## config.mk

```make
export PLATFORM = sky130hd
export DESIGN_NAME = cfp_regs
export DESIGN_NICKNAME = d
export VERILOG_FILES = /design/src/hdl/cfp_pkg.sv /design/src/hdl/cfp_addr_form.sv /design/src/hdl/cfp_flag_calc.sv /design/src/hdl/cfp_regs.sv
export SDC_FILE = /design/constraint.sdc
export NUM_CORES = 1
export LEC_CHECK = 0
export BUFFER_PORTS_ARGS = -buffer_cell sky130_fd_sc_hd__buf_2
export CORE_UTILIZATION = 45
export DETAILED_ROUTE_END_ITERATION = 8
export GPL_TIMING_DRIVEN = 0
export PLACE_DENSITY = 0.75
export SYNTH_ARGS = -nofsm -noshare
export SYNTH_HDL_FRONTEND = slang
export SYNTH_SLANG_ARGS = --single-unit
```

## constraint.sdc

```tcl
create_clock -name pclk -period 2.9 [get_ports pclk]
set_clock_uncertainty 0.1 [all_clocks]
set_input_delay 0.145 -clock pclk [delete_from_list [all_inputs] [get_ports pclk]]
set_output_delay 0.145 -clock pclk [all_outputs]
set_load 0.02 [all_outputs]
```

## src/hdl/cfp_pkg.sv

```systemverilog
// constants, types and helpers shared by the flags and pointers block
package cfp_pkg;

  // ****************************************
  // register map
  // ****************************************
  // printed offsets are indices; the apb byte address is four times each
  localparam int         CFP_ADDR_W    = 10;
  localparam logic [7:0] CFP_IDX_FLAGS = 8'hfc;
  localparam logic [7:0] CFP_IDX_RP    = 8'hfd;
  localparam logic [7:0] CFP_IDX_SP    = 8'hff;

  // ****************************************
  // reset values
  // ****************************************
  localparam logic [7:0] CFP_FLAGS_RST = 8'h00;
  localparam logic [7:0] CFP_RP_RST    = 8'h00;
  localparam logic [7:0] CFP_SP_RST    = 8'h00;

  // ****************************************
  // flag bit positions
  // ****************************************
  localparam int CFP_BIT_C   = 7;
  localparam int CFP_BIT_Z   = 6;
  localparam int CFP_BIT_S   = 5;
  localparam int CFP_BIT_V   = 4;
  localparam int CFP_BIT_D   = 3;
  localparam int CFP_BIT_H   = 2;
  localparam int CFP_BIT_UHI = 1;
  localparam int CFP_BIT_ULO = 0;

  // ****************************************
  // arithmetic limits and bank codes
  // ****************************************
  localparam int         CFP_SIGNED_MAX = 127;
  localparam int         CFP_SIGNED_MIN = -128;
  localparam int         CFP_MSB        = 7;
  localparam int         CFP_NIB_MSB    = 3;
  localparam logic [3:0] CFP_BANK_STD   = 4'h0;
  localparam logic [3:0] CFP_BANK_D     = 4'hd;
  localparam logic [3:0] CFP_BANK_F     = 4'hf;

  // ****************************************
  // types
  // ****************************************
  typedef enum logic [3:0] {
    CFP_OP_ADD, CFP_OP_ADC, CFP_OP_SUB, CFP_OP_SBC,
    CFP_OP_AND, CFP_OP_OR,  CFP_OP_XOR,
    CFP_OP_RL,  CFP_OP_RLC, CFP_OP_RR,  CFP_OP_RRC, CFP_OP_SRA
  } cfp_op_t;

  typedef enum logic [1:0] {
    CFP_COND_C, CFP_COND_Z, CFP_COND_S, CFP_COND_V
  } cfp_cond_t;

  typedef enum logic {CFP_APB_IDLE, CFP_APB_ANSWER} cfp_apb_state_t;

  // ****************************************
  // helpers
  // ****************************************
  function automatic logic [CFP_ADDR_W-1:0] cfp_byte_addr(
    input logic [7:0] idx);
    return {idx, 2'b00};
  endfunction

  function automatic logic cfp_bank_ok(input logic [3:0] bank);
    return (bank == CFP_BANK_STD) || (bank == CFP_BANK_D) ||
           (bank == CFP_BANK_F);
  endfunction

endpackage

```

## src/hdl/cfp_addr_form.sv

```systemverilog
// working register address forming and bank check
`timescale 1ns/10ps
`default_nettype none
module cfp_addr_form
  import cfp_pkg::*;
(
  // clock and reset
  input  wire logic        pclk,
  input  wire logic        presetn,
  // pointer and operand
  input  wire logic [7:0]  rp,
  input  wire logic [3:0]  operand,
  // outcome
  output logic      [7:0]  reg_addr,
  output logic             bank_valid
);

  always_ff @(posedge pclk or negedge presetn) begin
    if (!presetn) begin
      reg_addr <= 8'h00;
    end else begin
      reg_addr <= {rp[7:4], operand};
    end
  end

  // only banks 0, d, f valid
  always_ff @(posedge pclk or negedge presetn) begin
    if (!presetn) begin
      bank_valid <= 1'b1;
    end else begin
      bank_valid <= cfp_bank_ok(rp[3:0]);
    end
  end

endmodule
`default_nettype wire

```

## src/hdl/cfp_flag_calc.sv

```systemverilog
// flag and result evaluation for one alu operation
`timescale 1ns/10ps
`default_nettype none
module cfp_flag_calc
  import cfp_pkg::*;
(
  // operation
  input  wire cfp_op_t     op,
  input  wire logic [7:0]  a,
  input  wire logic [7:0]  b,
  input  wire logic [7:0]  cur_flags,
  // outcome
  output logic      [7:0]  result,
  output logic      [7:0]  new_flags
);

  logic       cin;
  logic       is_sub;
  logic [8:0] wide;
  logic [4:0] nib;
  int         sval;

  always_comb begin
    cin       = cur_flags[CFP_BIT_C];
    is_sub    = (op == CFP_OP_SUB) || (op == CFP_OP_SBC);
    new_flags = cur_flags;
    wide      = 9'h000;
    nib       = 5'h00;
    sval      = 0;
    result    = a;
    case (op)
      CFP_OP_ADD, CFP_OP_ADC, CFP_OP_SUB, CFP_OP_SBC: begin
        if (op == CFP_OP_ADD || op == CFP_OP_SUB) begin
          cin = 1'b0;
        end
        if (is_sub) begin
          wide = {1'b0, a} - {1'b0, b} - {8'h00, cin};
          nib  = {1'b0, a[3:0]} - {1'b0, b[3:0]} - {4'h0, cin};
          sval = $signed(a) - $signed(b) - int'(cin);
        end else begin
          wide = {1'b0, a} + {1'b0, b} + {8'h00, cin};
          nib  = {1'b0, a[3:0]} + {1'b0, b[3:0]} + {4'h0, cin};
          sval = $signed(a) + $signed(b) + int'(cin);
        end
        result = wide[7:0];
        new_flags[CFP_BIT_C] = wide[8];
        new_flags[CFP_BIT_V] = (sval > CFP_SIGNED_MAX) ||
                               (sval < CFP_SIGNED_MIN);
        new_flags[CFP_BIT_D] = is_sub;
        // carry or borrow at bit 3
        new_flags[CFP_BIT_H] = nib[CFP_NIB_MSB+1];
      end
      CFP_OP_AND, CFP_OP_OR, CFP_OP_XOR: begin
        if (op == CFP_OP_AND) begin
          result = a & b;
        end else if (op == CFP_OP_OR) begin
          result = a | b;
        end else begin
          result = a ^ b;
        end
        new_flags[CFP_BIT_V] = 1'b0;
      end
      CFP_OP_RL, CFP_OP_RLC, CFP_OP_RR, CFP_OP_RRC, CFP_OP_SRA: begin
        case (op)
          CFP_OP_RL:  result = {a[6:0], a[7]};
          CFP_OP_RLC: result = {a[6:0], cin};
          CFP_OP_RR:  result = {a[0], a[7:1]};
          CFP_OP_RRC: result = {cin, a[7:1]};
          default:    result = {a[7], a[7:1]};
        endcase
        new_flags[CFP_BIT_C] = (op == CFP_OP_RL || op == CFP_OP_RLC) ?
                               a[CFP_MSB] : a[0];
        new_flags[CFP_BIT_V] = result[CFP_MSB] ^ a[CFP_MSB];
      end
      default: begin
        result = a;
      end
    endcase
    new_flags[CFP_BIT_Z] = (result == 8'h00);
    new_flags[CFP_BIT_S] = result[CFP_MSB];
  end

endmodule
`default_nettype wire

```

## src/hdl/cfp_regs.sv

```systemverilog
// flags, register pointer and stack pointer with apb access
//
// Local design decision: register access over APB.
`timescale 1ns/10ps
`default_nettype none
module cfp_regs
  import cfp_pkg::*;
(
  // clock and reset
  input  wire logic                  pclk,
  input  wire logic                  presetn,
  // apb slave
  input  wire logic                  psel,
  input  wire logic                  penable,
  input  wire logic                  pwrite,
  input  wire logic [CFP_ADDR_W-1:0] paddr,
  input  wire logic [31:0]           pwdata,
  output logic                       pready,
  output logic      [31:0]           prdata,
  output logic                       pslverr,
  // alu operation
  input  wire logic                  alu_valid,
  input  wire cfp_op_t               alu_op,
  input  wire logic [7:0]            alu_a,
  input  wire logic [7:0]            alu_b,
  output logic      [7:0]            alu_result,
  // explicit instruction writes
  input  wire logic                  flag_wr_en,
  input  wire logic [7:0]            flag_wr_data,
  input  wire logic                  rp_wr_en,
  input  wire logic [7:0]            rp_wr_data,
  input  wire logic                  sp_wr_en,
  input  wire logic [7:0]            sp_wr_data,
  // stack
  input  wire logic                  sp_push,
  input  wire logic                  sp_pop,
  // jump condition
  input  wire cfp_cond_t             cond_sel,
  output logic                       cond_true,
  // working register addressing
  input  wire logic [3:0]            wr_operand,
  output logic      [7:0]            reg_addr,
  output logic                       bank_valid,
  // register state
  output logic      [7:0]            flags,
  output logic      [7:0]            rp,
  output logic      [7:0]            sp
);

  // ****************************************
  // apb decode
  // ****************************************
  cfp_apb_state_t state;
  logic           access;
  logic           wr_take;
  logic           hit_flags;
  logic           hit_rp;
  logic           hit_sp;
  logic [7:0]     next_rdata;

  assign access    = psel && penable;
  assign wr_take   = access && pready && pwrite;
  assign hit_flags = (paddr == cfp_byte_addr(CFP_IDX_FLAGS));
  assign hit_rp    = (paddr == cfp_byte_addr(CFP_IDX_RP));
  assign hit_sp    = (paddr == cfp_byte_addr(CFP_IDX_SP));

  always_comb begin
    next_rdata = 8'h00;
    if (hit_flags) begin
      next_rdata = flags;
    end else if (hit_rp) begin
      next_rdata = rp;
    end else if (hit_sp) begin
      next_rdata = sp;
    end
  end

  // one wait state so the answer leaves a flip-flop
  always_ff @(posedge pclk or negedge presetn) begin
    if (!presetn) begin
      state <= CFP_APB_IDLE;
    end else begin
      case (state)
        CFP_APB_IDLE: begin
          if (access) begin
            state <= CFP_APB_ANSWER;
          end
        end
        CFP_APB_ANSWER: begin
          state <= CFP_APB_IDLE;
        end
        default: begin
          state <= CFP_APB_IDLE;
        end
      endcase
    end
  end

  always_ff @(posedge pclk or negedge presetn) begin
    if (!presetn) begin
      pready  <= 1'b0;
      prdata  <= 32'h0000_0000;
      pslverr <= 1'b0;
    end else begin
      pready  <= (state == CFP_APB_IDLE) && access;
      prdata  <= 32'h0000_0000;
      pslverr <= 1'b0;
      if ((state == CFP_APB_IDLE) && access) begin
        prdata  <= pwrite ? 32'h0000_0000 : {24'h00_0000, next_rdata};
        pslverr <= !(hit_flags || hit_rp || hit_sp);
      end
    end
  end

  // ****************************************
  // flag register
  // ****************************************
  logic [7:0] calc_result;
  logic [7:0] calc_flags;
  logic       explicit_flag_wr;

  cfp_flag_calc u_calc (
    .op        (alu_op),
    .a         (alu_a),
    .b         (alu_b),
    .cur_flags (flags),
    .result    (calc_result),
    .new_flags (calc_flags)
  );

  assign explicit_flag_wr = (wr_take && hit_flags) || flag_wr_en;

  // explicit write wins over alu update
  always_ff @(posedge pclk or negedge presetn) begin
    if (!presetn) begin
      flags <= CFP_FLAGS_RST;
    end else if (wr_take && hit_flags) begin
      flags <= pwdata[7:0];
    end else if (flag_wr_en) begin
      flags <= flag_wr_data;
    end else if (alu_valid) begin
      flags <= calc_flags;
    end
  end

  always_ff @(posedge pclk or negedge presetn) begin
    if (!presetn) begin
      alu_result <= 8'h00;
    end else if (alu_valid) begin
      alu_result <= calc_result;
    end
  end

  // half carry, decimal and user bits not selectable
  always_ff @(posedge pclk or negedge presetn) begin
    if (!presetn) begin
      cond_true <= 1'b0;
    end else begin
      case (cond_sel)
        CFP_COND_C: cond_true <= flags[CFP_BIT_C];
        CFP_COND_Z: cond_true <= flags[CFP_BIT_Z];
        CFP_COND_S: cond_true <= flags[CFP_BIT_S];
        CFP_COND_V: cond_true <= flags[CFP_BIT_V];
        default:    cond_true <= 1'b0;
      endcase
    end
  end

  // ****************************************
  // register pointer
  // ****************************************
  // upper nibble is the working group
  // lower nibble is the expanded bank
  always_ff @(posedge pclk or negedge presetn) begin
    if (!presetn) begin
      rp <= CFP_RP_RST;
    end else if (wr_take && hit_rp) begin
      rp <= pwdata[7:0];
    end else if (rp_wr_en) begin
      rp <= rp_wr_data;
    end
  end

  // invalid banks are stored; software sees bank_valid low
  cfp_addr_form u_addr (
    .pclk       (pclk),
    .presetn    (presetn),
    .rp         (rp),
    .operand    (wr_operand),
    .reg_addr   (reg_addr),
    .bank_valid (bank_valid)
  );

  // ****************************************
  // stack pointer
  // ****************************************
  // single pointer, push predecrements
  always_ff @(posedge pclk or negedge presetn) begin
    if (!presetn) begin
      sp <= CFP_SP_RST;
    end else if (wr_take && hit_sp) begin
      sp <= pwdata[7:0];
    end else if (sp_wr_en) begin
      sp <= sp_wr_data;
    end else if (sp_push && !sp_pop) begin
      sp <= sp - 8'h01;
    end else if (sp_pop && !sp_push) begin
      sp <= sp + 8'h01;
    end
  end

  logic alu_only;
  assign alu_only = alu_valid && !explicit_flag_wr;
endmodule
`default_nettype wire

```

==> metrics.md <==
| Metric | Value |
|---|---|
| Leakage | `3.60 nW` |
| Syn. warnings | `0` |
| Yosys top cell by area | `dfrtp_1` |
| Reg2Reg Setup Slack | `-0.53 ns` |
| Root Buffer | `clkbuf_16` |
| Met2 WL | `8.75 mm` |
| Crit path capture | `flags[6]` |
| DRT Wirelength | `17.8 mm` |
| Cells after Synth | `686` |
| Most common cell in the netlist | `nand2_1` |
| Die Area | `13000 um^2` |
| I/O pin total | `179` |
| DRC | `0` |
| Max frequency | `0.292 GHz` |
| Reg power frac | `29.0%` |
| Pin count of the biggest net entering global routing | `53` |
| Initial DRC Count | `371` |
| Synth top area share | `22.6%` |
| Combinational power share | `50.8%` |
| Layout cell share with drive strength beyond 1 | `36.6%` |
| Slew headroom | `23.1%` |
| Mean Syn Cell Area | `8.22 um^2` |
| Final Hold Fails | `41` |
| Setup crit end kind | `register` |
| TritonCTS clock tree | `done` |
| CTS Sinks | `52` |
| Initial antenna violation count | `1` |
| Netlist cell types | `69` |
| Vias in the first global route | `5618` |
| Vias per cell | `5.55` |
| Synth area leaders | `dfrtp_1 23%, ha_1 14%, mux2i_1 6.4%` |
| WL met3 | `1.20 mm` |
| Crit Path Max Fanout | `2` |
| Row count | `40` |
| # H-tree levels | `2` |
| Sw Ratio | `39.4%` |
| Period Utilization, post-route | `118%` |
| Drt pass-1 iters | `6` |
| DR WL/cell | `16.8 um` |
| PortBufs | `126` |
| Antenna-violating nets left | `0` |
| Final worst slack | `-0.530 ns` |
| Die width | `114 um` |
| Int Pwr | `1.82 mW` |
| Layout Nets | `1060` |
| Ys async rst share | `100%` |
| CP arrival | `3.52 ns` |
| Core ar. | `12100 um^2` |
| Final Max Slew Viols | `0` |
| Post-synth EDFFs | `0` |
| Worst min-delay path category | `in -> async` |
| Worst r2r dst | `flags[6]` |
| HPWL Detailed | `13.3 mm` |
| Switch Pwr | `1.19 mW` |
| Setup TNS | `-1.52 ns` |
| CP Launch Point | `flags[7]` |
| Seq cells post-synth | `52` |
| Final min period | `3.43 ns` |
| First-pass GRT wire length | `27.9 mm` |
| Placed cells | `1003` |
| Via count | `5873` |
| Placed Area | `6830 um^2` |
| CP startpoint kind | `register` |
| Finished layout cell area | `7780 um^2` |
| VDD IR-drop max | `0.000237 V` |
| Max layer used | `met4` |
| Synth Flop Type | `dfrtp_1` |
| Area grow syn2layout | `37.9%` |
| CTS max path bufs | `2` |
| Power per cell area | `387 nW/um^2` |
| FF-to-FF path depth | `12` |
| Final non-filler cell total | `1058` |
| Status | `finished with violations` |
| WL met1 | `7.25 mm` |
| CP Data Required Time | `2.99 ns` |
| Max Cap Viol | `0` |
| Clock slew at reported path FFs | `0.07 ns` |
| Unrepaired setup endpoints after global routing | `true` |
| GPL Wtd Cong | `0.914` |
| Total track usage | `27.0%` |
| Total grt overflow | `0` |
| Final setup viols | `5` |
| CTS buffer count | `5` |
| CP Class | `reg -> reg` |
| Worst-Skew Late Latency | `0.29 ns` |
| Mapped Area | `5640 um^2` |
| Failing checks | `hold timing, setup timing` |
| Most frequent cells after synthesis | `69 x nand2_1, 62 x ha_1, 55 x a21oi_1` |
| Worst slew pin tran | `1.15 ns` |
| Seq/Total Area, Yosys | `23.1%` |
| Clk pwr share | `20.2%` |
| Reg2Reg Launch Point | `flags[7]` |
| Initial Util | `46.6%` |
| Die Y | `114 um` |
| Hold WS | `-0.0178 ns` |
how the worst min path moves through the flow:
stage / slack [ns] / end / startpoint
after floorplan: -0.25 / alu_result[0] / presetn
after global placement: 0.15 / u_addr.reg_addr[0] / wr_operand[0]
after detailed placement: 0.16 / u_addr.reg_addr[3] / wr_operand[3]
after CTS: 0.006 / sp[1] / pwdata[1]
after global routing: 0.02 / rp[1] / pwdata[1]
final: -0.02 / u_addr.reg_addr[1] / presetn
what timing repair did:
item | in CTS | in global routing
hold endpoints to repair | 4 | 0
resized for setup | 64 | 37
hold buffers | 4 | 0
setup buffers | 36 | 10
pin swaps | 44 | 34
endpoints found under the setup margin | 7 | 7
gates cloned | 0 | 1
final cells by class:
class,count,area (um^2)
antenna,1,2.50
buffer,54,388
clock buffer,6,139
clock inverter,2,15.0
fill,1015,4330
inverter,52,218
multi-input combinational,549,4430
sequential,52,1300
tap,168,210
timing repair buffer,174,1070
logic make-up (layout without fill, tap and decap cells):
kind of cell | count (synthesis) | count (layout) | synth area share, %
AO/OA/AOI/OAI | 175 | 176 | 19.6
XOR/XNOR | 26 | 26 | 4.04
adder cells (fa/ha/maj) | 69 | 69 | 16.2
buffers and inverters | 109 | 288 | 9.16
flip-flops | 52 | 52 | 23.1
multiplexers | 54 | 54 | 10.2
other | 1 | 25 | 0.0665
AND/OR/NAND/NOR | 200 | 200 | 17.7
registers in the layout, indices dropped and copies added (netlist names):
signal and cells:
alu_result 8, flags 8, pslverr 1, sp 8, pready 1, u_addr.reg_addr 8
rp 8, u_addr.bank_valid 1, prdata 8, cond_true 1
layer usage:
metal  vias to the layer above  GRT usage, %
li1                       2799             -
met1                      2761          33.5
met2                       264          47.8
met3                        49          3.24
met4                         0          10.3
met5                         -             0
placed cells by master (no fill, tap or decap), types with 10 or more instances in the layout:
master	n
buf_2	119
buf_4	70
nand2_1	66
dfrtp_1	50
ha_1	48
nor2_1	46
a21oi_1	41
inv_1	40
mux2i_1	35
o21ai_0	34
conb_1	24
mux2_2	16
clkbuf_1	13
a22oi_1	12
xnor2_1	12
xor2_1	11
a21oi_2	10
nand2b_1	10
nand4_1	10
ha_4	10
power groups by stage:
stage / combinational [mW] / sequential [mW] / clock (mW)
detailed placement: 1.27 / 0.890 / 0
global route: 1.66 / 0.883 / 0.638
floorplan: 0.808 / 0.968 / 0
global placement: 1.25 / 0.889 / 0
CTS: 1.43 / 0.874 / 0.617
finish: 1.53 / 0.873 / 0.609
stage by stage:
stage / util (%) / setup slack (ns) / power (mW)
finish: 64.2 / -0.530 / 3.01
global route: 64.2 / -0.653 / 3.18
CTS: 62.4 / -0.474 / 2.92
detailed placement: 56.4 / -1.24 / 2.16
global placement: 56.4 / -1.13 / 2.13
floorplan: - / -0.325 / 1.78
critical path, stage by stage, from the launching register on:
cell	delay, ns
dfrtp_2	0.43
o31ai_4	0.09
fa_2	0.29
inv_2	0.04
fa_1	0.40
mux2i_1	0.22
xor2_1	0.21
a21oi_1	0.09
nor2_1	0.09
a21oi_1	0.06
or4_1	0.52
or4_1	0.52
o32ai_1	0.26
(Power assumes the default switching activity.)
